==> config.mk <==
export PLATFORM = sky130hd
export DESIGN_NAME = system_clock_control
export DESIGN_NICKNAME = d
export VERILOG_FILES = /design/src/hdl/clock_control_pkg.sv /design/src/hdl/system_clock_control.sv
export SDC_FILE = /design/constraint.sdc
export NUM_CORES = 1
export LEC_CHECK = 0
export BUFFER_PORTS_ARGS = -buffer_cell sky130_fd_sc_hd__buf_2
export CELL_PAD_IN_SITES_DETAIL_PLACEMENT = 0
export CELL_PAD_IN_SITES_GLOBAL_PLACEMENT = 1
export CORE_MARGIN = 2
export CORE_UTILIZATION = 39
export CTS_BUF_LIST = sky130_fd_sc_hd__clkbuf_16
export CTS_CLUSTER_SIZE = 30
export DETAILED_ROUTE_END_ITERATION = 10
export PLACE_DENSITY = 0.76
export SYNTH_ARGS = -nofsm -noshare
export SYNTH_HDL_FRONTEND = slang
export SYNTH_SLANG_ARGS = --single-unit
==> constraint.sdc <==
create_clock -name ref_clk -period 3 [get_ports ref_clk]
set_clock_uncertainty 0.05 [all_clocks]
set_input_delay 0.15 -clock ref_clk [delete_from_list [all_inputs] [get_ports ref_clk]]
set_output_delay 0.15 -clock ref_clk [all_outputs]
set_load 0.05 [all_outputs]
==> src/hdl/clock_control_pkg.sv <==
// Register map, field layout, reset values and encodings of the clock control block
package clock_control_pkg;

  // ----------------------------------------
  // Register byte offsets
  // ----------------------------------------
  localparam logic [7:0] run_config_offset = 8'h00;
  localparam logic [7:0] status_offset = 8'h04;
  localparam logic [7:0] sleep_config_offset = 8'h08;
  localparam logic [7:0] legacy_sleep_offset = 8'h0c;
  localparam logic [7:0] sleep_power_offset = 8'h10;
  localparam logic [7:0] sleep_periph_offset = 8'h14;

  // ----------------------------------------
  // Field positions
  // ----------------------------------------
  localparam int run_div_pos = 0;
  localparam int run_pll_pos = 6;
  localparam int run_xtal_pos = 7;
  localparam int run_src_pos = 12;
  localparam int run_int_dis_pos = 15;
  localparam int run_main_dis_pos = 16;

  localparam int stat_lock_flag_pos = 0;
  localparam int stat_lock_live_pos = 1;
  localparam int stat_sleep_pos = 2;
  localparam int stat_src_pos = 3;
  localparam int stat_pll_pos = 6;
  localparam int stat_main_en_pos = 7;
  localparam int stat_int_en_pos = 8;
  localparam int stat_cfg_err_pos = 9;

  localparam int slp_div_pos = 0;
  localparam int slp_src_pos = 10;
  localparam int slp_int_pd_pos = 13;
  localparam int slp_main_pd_pos = 14;

  localparam int leg_div_pos = 0;
  localparam int leg_src_pos = 6;
  localparam int leg_int_pd_pos = 9;

  localparam int pwr_flash_pos = 0;
  localparam int pwr_sram_stby_pos = 1;
  localparam int pwr_sram_low_pos = 2;
  localparam int pwr_ldo_pos = 3;
  localparam int pwr_temp_pos = 4;
  localparam int pwr_gate_pos = 5;

  // ----------------------------------------
  // Sizes and encodings
  // ----------------------------------------
  localparam int num_periph = 8;
  localparam logic [2:0] source_main_oscillator = 3'h0;
  localparam logic [2:0] source_precision_internal = 3'h1;
  localparam logic [2:0] source_internal_quarter = 3'h2;
  localparam logic [2:0] source_low_freq_internal = 3'h3;
  localparam logic [2:0] source_hibernation_osc = 3'h4;

  // Crystal list index 0..20 from 4 MHz up to 25 MHz; index 3 is 5 MHz
  localparam logic [4:0] crystal_code_5mhz = 5'h03;
  localparam logic [4:0] crystal_code_max = 5'h14;

  localparam logic [1:0] sram_full = 2'h0;
  localparam logic [1:0] sram_standby = 2'h1;
  localparam logic [1:0] sram_lowest = 2'h2;

  // ----------------------------------------
  // Reset values
  // ----------------------------------------
  localparam logic [5:0] run_div_reset = 6'h00;
  localparam logic [4:0] crystal_reset = 5'h03;
  localparam logic [2:0] run_src_reset = 3'h1;
  localparam logic [9:0] slp_div_reset = 10'h000;
  localparam logic [2:0] slp_src_reset = 3'h1;
  localparam logic [num_periph-1:0] periph_mask_reset = 8'h00;

  typedef enum logic [1:0] {
    st_run = 2'b01,
    st_sleep = 2'b10
  } mode_t;

endpackage : clock_control_pkg

==> src/hdl/system_clock_control.sv <==
// Run-mode and deep-sleep system clock control with a Wishbone register slave
//
// Design decisions made here: the register offsets and the Wishbone register port.
`timescale 1ns/1ns
`default_nettype none

// Overview of operation
// - Run divisor 1 to 64.
// - Loop output or oscillator direct, exclusive.
// - Crystal codes 4 to 25 MHz; below 5 MHz refuses loop.
// - Five run sources; hibernation needs unit enabled.
// - Separate precision and main oscillator disables.
// - Disable of the running oscillator ignored.
// - Loop needs main path and matching crystal.
// - Sticky lock flag, write-one clear.
// - Sleep gates unmarked peripherals only with auto gating.
// - Sleep divisor 1 to 1024.
// - Four sleep sources; hibernation needs unit enabled.
// - Legacy sleep code, divisor 1 to 64 plus source.
// - Sleep powers precision oscillator down unless needed.
// - Sleep powers main oscillator down unless needed.
// - Sleep flash full or reduced power.
// - Sleep SRAM full, standby or lowest.
// - Sleep regulator and temperature sensor low power.
module system_clock_control
  import clock_control_pkg::*;
(
  input wire logic ref_clk,
  input wire logic resetn,
  input wire logic wb_cyc_i,
  input wire logic wb_stb_i,
  input wire logic wb_we_i,
  input wire logic [7:0] wb_adr_i,
  input wire logic [3:0] wb_sel_i,
  input wire logic [31:0] wb_dat_i,
  output logic [31:0] wb_dat_o,
  output logic wb_ack_o,
  input wire logic deep_sleep_request,
  input wire logic multiplier_loop_locked,
  input wire logic hibernation_enabled,
  output logic system_clock_tick,
  output logic [2:0] system_source,
  output logic clock_from_multiplier_loop,
  output logic multiplier_loop_power,
  output logic [4:0] crystal_frequency_code,
  output logic main_osc_enable,
  output logic precision_internal_osc_enable,
  output logic [num_periph-1:0] periph_clock_enable,
  output logic deep_sleep_active,
  output logic sleep_flash_reduced,
  output logic [1:0] sleep_sram_state,
  output logic sleep_regulator_state,
  output logic sleep_tempsense_reduced
);

  typedef struct packed {
    logic [5:0] run_divider_code;
    logic use_loop;
    logic [4:0] crystal;
    logic [2:0] run_source;
    logic internal_osc_disable;
    logic main_osc_disable;
    logic [9:0] sleep_divider_code;
    logic [2:0] sleep_source_select;
    logic sleep_internal_osc_powerdown;
    logic sleep_main_osc_powerdown;
    logic flash_reduced;
    logic sram_stby;
    logic sram_low;
    logic regulator_sleep;
    logic tempsense_reduced;
    logic auto_gating;
    logic [num_periph-1:0] sleep_mask;
    logic lock_flag;
    logic lock_seen;
    logic cfg_error;
    mode_t mode;
    logic ack;
    logic [31:0] rdata;
    logic [9:0] count;
    logic tick;
    logic [2:0] out_source;
    logic out_loop;
    logic out_main_en;
    logic out_int_en;
    logic [num_periph-1:0] out_periph;
    logic out_flash;
    logic [1:0] out_sram;
    logic out_ldo;
    logic out_temp;
  } state_t;

  state_t cur;
  state_t next_cur;

  // ----------------------------------------
  // Effective clock selection
  // ----------------------------------------
  logic loop_ok;
  logic [2:0] run_src_eff;
  logic [2:0] sleep_src_eff;
  logic in_sleep;
  logic [9:0] div_eff;
  logic main_needed;
  logic int_needed;
  logic main_on;
  logic int_on;
  logic [num_periph-1:0] periph_next;

  assign in_sleep = (cur.mode == st_sleep);

  always_comb begin
    // Unavailable hibernation falls back to precision
    if (cur.run_source == source_hibernation_osc && !hibernation_enabled) begin
      run_src_eff = source_precision_internal;
    end else begin
      run_src_eff = cur.run_source;
    end
    if (cur.sleep_source_select == source_hibernation_osc && !hibernation_enabled) begin
      sleep_src_eff = source_precision_internal;
    end else begin
      sleep_src_eff = cur.sleep_source_select;
    end
  end

  // Loop refused unless main path and crystal at or above 5 MHz
  assign loop_ok = cur.use_loop && (cur.run_source == source_main_oscillator)
                   && (cur.crystal >= crystal_code_5mhz);

  always_comb begin
    if (in_sleep) begin
      div_eff = cur.sleep_divider_code;
      main_needed = (sleep_src_eff == source_main_oscillator);
      int_needed = (sleep_src_eff == source_precision_internal);
      // Sleep powerdown only where sleep does not need the oscillator
      main_on = main_needed || (!cur.sleep_main_osc_powerdown && !cur.main_osc_disable);
      int_on = int_needed || (!cur.sleep_internal_osc_powerdown && !cur.internal_osc_disable);
    end else begin
      div_eff = {4'h0, cur.run_divider_code};
      main_needed = (run_src_eff == source_main_oscillator) || loop_ok;
      int_needed = (run_src_eff == source_precision_internal) || (run_src_eff == source_internal_quarter);
      // Disable of the running source is ignored
      main_on = main_needed || !cur.main_osc_disable;
      int_on = int_needed || !cur.internal_osc_disable;
    end
  end

  // ----------------------------------------
  // Peripheral clock gating
  // ----------------------------------------
  genvar gi;
  generate
    for (gi = 0; gi < num_periph; gi = gi + 1) begin : g_periph
      assign periph_next[gi] = !in_sleep || !cur.auto_gating || cur.sleep_mask[gi];
    end
  endgenerate

  // ----------------------------------------
  // Register read mux
  // ----------------------------------------
  logic [31:0] read_value;
  logic bus_req;
  logic wr;

  assign bus_req = wb_cyc_i && wb_stb_i && !cur.ack;
  assign wr = bus_req && wb_we_i;

  always_comb begin
    read_value = 32'h0000_0000;
    case (wb_adr_i)
      run_config_offset: begin
        read_value[run_div_pos +: 6] = cur.run_divider_code;
        read_value[run_pll_pos] = cur.use_loop;
        read_value[run_xtal_pos +: 5] = cur.crystal;
        read_value[run_src_pos +: 3] = cur.run_source;
        read_value[run_int_dis_pos] = cur.internal_osc_disable;
        read_value[run_main_dis_pos] = cur.main_osc_disable;
      end
      status_offset: begin
        read_value[stat_lock_flag_pos] = cur.lock_flag;
        read_value[stat_lock_live_pos] = cur.lock_seen;
        read_value[stat_sleep_pos] = in_sleep;
        read_value[stat_src_pos +: 3] = cur.out_source;
        read_value[stat_pll_pos] = cur.out_loop;
        read_value[stat_main_en_pos] = cur.out_main_en;
        read_value[stat_int_en_pos] = cur.out_int_en;
        read_value[stat_cfg_err_pos] = cur.cfg_error;
      end
      sleep_config_offset: begin
        read_value[slp_div_pos +: 10] = cur.sleep_divider_code;
        read_value[slp_src_pos +: 3] = cur.sleep_source_select;
        read_value[slp_int_pd_pos] = cur.sleep_internal_osc_powerdown;
        read_value[slp_main_pd_pos] = cur.sleep_main_osc_powerdown;
      end
      legacy_sleep_offset: begin
        read_value[leg_div_pos +: 6] = cur.sleep_divider_code[5:0];
        read_value[leg_src_pos +: 3] = cur.sleep_source_select;
        read_value[leg_int_pd_pos] = cur.sleep_internal_osc_powerdown;
      end
      sleep_power_offset: begin
        read_value[pwr_flash_pos] = cur.flash_reduced;
        read_value[pwr_sram_stby_pos] = cur.sram_stby;
        read_value[pwr_sram_low_pos] = cur.sram_low;
        read_value[pwr_ldo_pos] = cur.regulator_sleep;
        read_value[pwr_temp_pos] = cur.tempsense_reduced;
        read_value[pwr_gate_pos] = cur.auto_gating;
      end
      sleep_periph_offset: begin
        read_value[num_periph-1:0] = cur.sleep_mask;
      end
      default: begin
        read_value = 32'h0000_0000;
      end
    endcase
  end

  // ----------------------------------------
  // Next state
  // ----------------------------------------
  logic [2:0] wsrc;
  logic [4:0] wxtal;

  always_comb begin
    next_cur = cur;
    wsrc = 3'h0;
    wxtal = 5'h00;
    next_cur.ack = bus_req;
    if (bus_req) begin
      next_cur.rdata = read_value;
    end

    // Register writes; byte lanes honoured per field byte
    if (wr) begin
      case (wb_adr_i)
        run_config_offset: begin
          if (wb_sel_i[0]) begin
            next_cur.run_divider_code = wb_dat_i[run_div_pos +: 6];
            next_cur.use_loop = wb_dat_i[run_pll_pos];
          end
          if (wb_sel_i[1]) begin
            wxtal = wb_dat_i[run_xtal_pos +: 5];
            wsrc = wb_dat_i[run_src_pos +: 3];
            // Codes outside the lists are refused without setting cfg_error
            if (wxtal <= crystal_code_max) begin
              next_cur.crystal = wxtal;
            end
            if (wsrc <= source_hibernation_osc) begin
              next_cur.run_source = wsrc;
            end
            next_cur.internal_osc_disable = wb_dat_i[run_int_dis_pos];
          end
          if (wb_sel_i[2]) begin
            next_cur.main_osc_disable = wb_dat_i[run_main_dis_pos];
          end
        end
        sleep_config_offset: begin
          if (wb_sel_i[0]) begin
            next_cur.sleep_divider_code[7:0] = wb_dat_i[7:0];
          end
          if (wb_sel_i[1]) begin
            next_cur.sleep_divider_code[9:8] = wb_dat_i[9:8];
            wsrc = wb_dat_i[slp_src_pos +: 3];
            // Quarter-rate internal is not a deep-sleep source
            if (wsrc <= source_hibernation_osc && wsrc != source_internal_quarter) begin
              next_cur.sleep_source_select = wsrc;
            end
            next_cur.sleep_internal_osc_powerdown = wb_dat_i[slp_int_pd_pos];
            next_cur.sleep_main_osc_powerdown = wb_dat_i[slp_main_pd_pos];
          end
        end
        legacy_sleep_offset: begin
          if (wb_sel_i[0]) begin
            next_cur.sleep_divider_code = {4'h0, wb_dat_i[leg_div_pos +: 6]};
          end
          if (wb_sel_i[1]) begin
            wsrc = wb_dat_i[leg_src_pos +: 3];
            if (wsrc <= source_hibernation_osc && wsrc != source_internal_quarter) begin
              next_cur.sleep_source_select = wsrc;
            end
            next_cur.sleep_internal_osc_powerdown = wb_dat_i[leg_int_pd_pos];
          end
        end
        sleep_power_offset: begin
          if (wb_sel_i[0]) begin
            next_cur.flash_reduced = wb_dat_i[pwr_flash_pos];
            next_cur.sram_stby = wb_dat_i[pwr_sram_stby_pos];
            next_cur.sram_low = wb_dat_i[pwr_sram_low_pos];
            next_cur.regulator_sleep = wb_dat_i[pwr_ldo_pos];
            next_cur.tempsense_reduced = wb_dat_i[pwr_temp_pos];
            next_cur.auto_gating = wb_dat_i[pwr_gate_pos];
          end
        end
        sleep_periph_offset: begin
          if (wb_sel_i[0]) begin
            next_cur.sleep_mask = wb_dat_i[num_periph-1:0];
          end
        end
        status_offset: begin
          // Write-one clears; a same-cycle set below still wins
          if (wb_sel_i[0] && wb_dat_i[stat_lock_flag_pos]) begin
            next_cur.lock_flag = 1'b0;
          end
          if (wb_sel_i[1] && wb_dat_i[stat_cfg_err_pos]) begin
            next_cur.cfg_error = 1'b0;
          end
        end
        default: begin
          next_cur.ack = bus_req;
        end
      endcase
    end

    // Lock edge sets the sticky flag
    next_cur.lock_seen = multiplier_loop_locked;
    if (multiplier_loop_locked && !cur.lock_seen) begin
      next_cur.lock_flag = 1'b1;
    end
    if ((cur.use_loop && !loop_ok) || (cur.run_source == source_hibernation_osc && !hibernation_enabled)) begin
      next_cur.cfg_error = 1'b1;
    end

    // Run and deep-sleep mode sequencing
    case (cur.mode)
      st_run: begin
        if (deep_sleep_request) begin
          next_cur.mode = st_sleep;
        end
      end
      st_sleep: begin
        if (!deep_sleep_request) begin
          next_cur.mode = st_run;
        end
      end
      default: begin
        next_cur.mode = st_run;
      end
    endcase

    // Divider: one tick every div_eff+1 reference cycles; restarts on mode change
    if (cur.count >= div_eff || next_cur.mode != cur.mode) begin
      next_cur.count = 10'h000;
      next_cur.tick = (cur.count >= div_eff);
    end else begin
      next_cur.count = cur.count + 10'h001;
      next_cur.tick = 1'b0;
    end

    // Registered outputs
    next_cur.out_source = in_sleep ? sleep_src_eff : run_src_eff;
    next_cur.out_loop = !in_sleep && loop_ok;
    next_cur.out_main_en = main_on;
    next_cur.out_int_en = int_on;
    next_cur.out_periph = periph_next;
    next_cur.out_flash = in_sleep && cur.flash_reduced;
    if (!in_sleep) begin
      next_cur.out_sram = sram_full;
    end else if (cur.sram_low) begin
      next_cur.out_sram = sram_lowest;
    end else if (cur.sram_stby) begin
      next_cur.out_sram = sram_standby;
    end else begin
      next_cur.out_sram = sram_full;
    end
    next_cur.out_ldo = in_sleep && cur.regulator_sleep;
    next_cur.out_temp = in_sleep && cur.tempsense_reduced;
  end

  // ----------------------------------------
  // State register
  // ----------------------------------------
  always_ff @(posedge ref_clk or negedge resetn) begin
    if (!resetn) begin
      cur <= '0;
      cur.run_divider_code <= run_div_reset;
      cur.crystal <= crystal_reset;
      cur.run_source <= run_src_reset;
      cur.sleep_divider_code <= slp_div_reset;
      cur.sleep_source_select <= slp_src_reset;
      cur.sleep_mask <= periph_mask_reset;
      cur.mode <= st_run;
      cur.out_source <= run_src_reset;
      cur.out_main_en <= 1'b1;
      cur.out_int_en <= 1'b1;
      cur.out_periph <= '1;
    end else begin
      cur <= next_cur;
    end
  end

  assign wb_dat_o = cur.rdata;
  assign wb_ack_o = cur.ack;
  assign system_clock_tick = cur.tick;
  assign system_source = cur.out_source;
  assign clock_from_multiplier_loop = cur.out_loop;
  assign multiplier_loop_power = cur.out_loop;
  assign crystal_frequency_code = cur.crystal;
  assign main_osc_enable = cur.out_main_en;
  assign precision_internal_osc_enable = cur.out_int_en;
  assign periph_clock_enable = cur.out_periph;
  assign deep_sleep_active = in_sleep;
  assign sleep_flash_reduced = cur.out_flash;
  assign sleep_sram_state = cur.out_sram;
  assign sleep_regulator_state = cur.out_ldo;
  assign sleep_tempsense_reduced = cur.out_temp;

endmodule : system_clock_control

`default_nettype wire

==> results.py <==
metrics = {
    "critical_path": {
        "rr_worst_depth": 9,
        "end_kind": "flop",
        "cp.required_ns": 3.18,
        "critical_path_class": "reg2reg",
        "arrival_ns": 2.88,
        "start_kind": "flop",
        "worst_r2r_endpoint": "cur[29]",
        "r2r_slack_ns": 0.30,
        "critical_path_peak_fanout": 14,
        "worst_r2r_startpoint": "cur[63]",
    },
    "routing": {
        "vias": 3660,
        "final_antenna_net_count": 0,
        "drt_iter0_drc": 243,
        "via_per_inst": 5.21,
        "wire_per_inst_um": 17.3,
        "first_pass_iters": 4,
        "wirelength_um": 12200,
        "drcViolationCount": 0,
    },
    "final_layout": {
        "postLayoutCoreUtil_pct": 44.9,
        "antenna_cells": 0,
        "layout.cells.non_filler": 702,
        "num-nets-final": 587,
        "drive_above_1_share_pct": 35.2,
        "area_growth_pct": 12.5,
    },
    "sta": {
        "finalSetupTns_ns": 0,
        "setup_viol": 0,
        "slew_headroom_pct": 27.1,
        "tightest_slew_ns": 1.09,
        "fin_crit_sh_pct": 90.0,
        "drv_slew": 0,
        "max_freq_ghz": 0.370,
        "rsz0062_at_grt": "no",
        "fin_crit_ns": 2.70,
        "final_hold_viol_count": 0,
        "holdWs_ns": 0.00491,
    },
    "floorplan": {
        "die-area_um2": 14500,
        "fp.coreArea_um2": 13200,
        "chipHeight_um": 120,
        "core.rowCount": 42,
        "io_pins": 112,
        "start_util_pct": 39.9,
        "die_x_um": 120,
    },
    "yosys": {
        "synth_enable_flop_cells": 0,
        "seq_area_frac_synth_pct": 47.3,
        "synth_area_um2": 5280,
        "syn_avg_cell_area_um2": 11.2,
        "yosysWarningCount": 0,
        "ys_ff_latch": 99,
        "ys_types": 60,
        "ys.flop_type": "dfrtp_1",
        "async_flop_share_pct": 100,
        "synth_cells": 471,
    },
    "clock_network": {
        "numCtsBuffers": 9,
        "tritoncts": "done",
        "ctsHoldBuffers": 3,
        "cts-resized-gates": 0,
        "cts_sinks": 99,
        "cts.repair_timing.setup_buffer_count": 0,
        "clock_latency_ns": 0.35,
        "htreeDepth": 3,
        "clock_path_buffers": 2,
        "root_buffer": "clkbuf_16",
        "clk_pin_slew_ns": 0.07,
    },
    "pwr": {
        "power_density_nw_per_um2": 565,
        "vdd_drop_max_v": 0.000324,
        "total_power_w": 0.00335,
        "leakage_nw": 2.80,
    },
    "global_route": {
        "grt-ovfl-total": 0,
        "grt_max_degree": 86,
        "grt_pass1_wl_um": 19400,
        "grt_antenna_before_repair": 0,
        "grt_util_all_layers_pct": 17.3,
        "grt_pass1_vias": 3584,
    },
    "run_status": {
        "status": "finished, final reports clean",
    },
    "placement": {
        "dp_hpwl_um": 8930,
        "port_buffers": 80,
        "gp_congestion": 0.864,
        "dp_cells": 683,
    },
    "min_path": {
        "hold_class": "in2reg",
        "holdPathStages": 2,
        "worstHoldStart": "wb_dat_i[16]",
        "hold_end": "cur[97]",
    },
    "job": {
        "maxCapViolations": 0,
    },
}
-- worst max-delay path, cell delays in order (launching register included) --
cell	delay (ns)
dfstp_2	0.55
inv_1	0.07
ha_2	0.32
mux2i_1	0.18
ha_1	0.31
and3_1	0.18
or3b_2	0.44
o221ai_1	0.17
buf_4	0.22
nor3b_1	0.07
-- cells in the final DEF (no fill, tap or decap), types with 11 or more instances in the layout --
cell type  count
buf_2         79
dfstp_2       16
nand2_1       24
inv_1         19
ha_1          13
nand3_1       11
a22oi_1       13
mux2_2        34
o21ai_0       13
conb_1        15
dfrtp_1       83
nor2_1        30
mux2i_1       14
a21oi_1       22
-- cell type report --
cell class,instances,area [um2]
well taps,176,220
fillers,1247,7300
flip-flops and latches,99,2500
clock buffers,9,225
inverters,18,67.6
clock inverters,7,115
multi-input cells,302,2320
repair buffers,91,493
-- registers in the layout, summed over array words and instances, names as in the netlist --
name	cells
clock_from_multiplier_loop	1
system_source	3
crystal_frequency_code	5
sleep_tempsense_reduced	1
precision_internal_osc_enable	1
wb_ack_o	1
system_clock_tick	1
sleep_regulator_state	1
wb_dat_o	17
cur	56
periph_clock_enable	8
sleep_sram_state	2
main_osc_enable	1
sleep_flash_reduced	1
-- routing by layer --
metal | track usage (%) | share of wire, %
met5 | 0 | 0
met4 | 7.05 | 1.9
met3 | 2.50 | 5.0
met2 | 27.6 | 48
met1 | 23.7 | 45
-- metrics by stage --
stage	area, um2	worst slack [ns]
after floorplan	5340	0.0869
after global placement	5570	0.414
after detailed placement	5570	0.330
after CTS	5940	0.314
after global routing	5940	0.175
final	5940	0.300
-- worst max path at each step --
stage / startpoint / depth (start not counted) / end / slack [ns]
floorplan: cur[63] / 10 / cur[20] / 0.09
global placement: cur[63] / 9 / cur[28] / 0.41
detailed placement: cur[63] / 9 / cur[29] / 0.33
CTS: cur[63] / 9 / cur[29] / 0.31
global route: cur[63] / 9 / cur[29] / 0.17
finish: cur[63] / 9 / cur[29] / 0.30
-- cell usage after synthesis (2+ instances only) --
| cell | count | share of area [%] |
|---|---|---|
| dfrtp_1 | 83 | 39 |
| buf_4 | 51 | 7.2 |
| mux2_2 | 34 | 7.2 |
| nor2_1 | 31 | 2.2 |
| nand2_1 | 24 | 1.7 |
| a21oi_1 | 22 | 2.1 |
| inv_1 | 18 | 1.3 |
| dfstp_2 | 16 | 8.0 |
| ha_1 | 14 | 3.3 |
| mux2i_1 | 14 | 2.7 |
| a22oi_1 | 13 | 1.8 |
| o21ai_0 | 13 | 1.2 |
| nand3_1 | 11 | 1.0 |
| clkbuf_1 | 8 | 0.57 |
| mux4_2 | 8 | 3.4 |
| nor3b_1 | 8 | 1.1 |
| or2_2 | 8 | 0.95 |
| xnor2_1 | 7 | 1.2 |
| and2_1 | 6 | 0.71 |
| mux2_4 | 6 | 1.7 |
| nand4_1 | 5 | 0.59 |
| nor3_1 | 5 | 0.47 |
| a21o_1 | 4 | 0.57 |
| and3_1 | 4 | 0.47 |
| and4b_1 | 4 | 0.76 |
| buf_2 | 4 | 0.38 |
| a22o_1 | 3 | 0.50 |
| nand2b_1 | 3 | 0.36 |
| nor2b_1 | 3 | 0.36 |
| o31ai_1 | 3 | 0.43 |
| a211o_1 | 2 | 0.33 |
| a31oi_1 | 2 | 0.24 |
| and4_1 | 2 | 0.33 |
| buf_1 | 2 | 0.14 |
| nand4_2 | 2 | 0.47 |
| nor4_1 | 2 | 0.24 |
| o21a_1 | 2 | 0.28 |
| o22a_1 | 2 | 0.33 |
-- cell families (layout without fill, tap and decap cells) --
| family | after synthesis | count (layout) | share of synthesized area, % |
|---|---|---|---|
| compound gates | 76 | 76 | 9.52 |
| xor+xnor | 8 | 8 | 1.33 |
| mux | 62 | 62 | 15.0 |
| fa+ha+maj | 14 | 14 | 3.32 |
| buf+inv | 84 | 125 | 9.83 |
| flops | 99 | 99 | 47.3 |
| simple gates | 127 | 127 | 13.6 |
| other cells | 1 | 15 | 0.0710 |
-- power breakdown --
group	switching (W)	total (W)	internal, W
Sequential	0.0000425	0.00144	0.00140
Combinational	0.000426	0.000597	0.000171
Clock	0.000501	0.00131	0.000814
(Power assumes the default switching activity.)
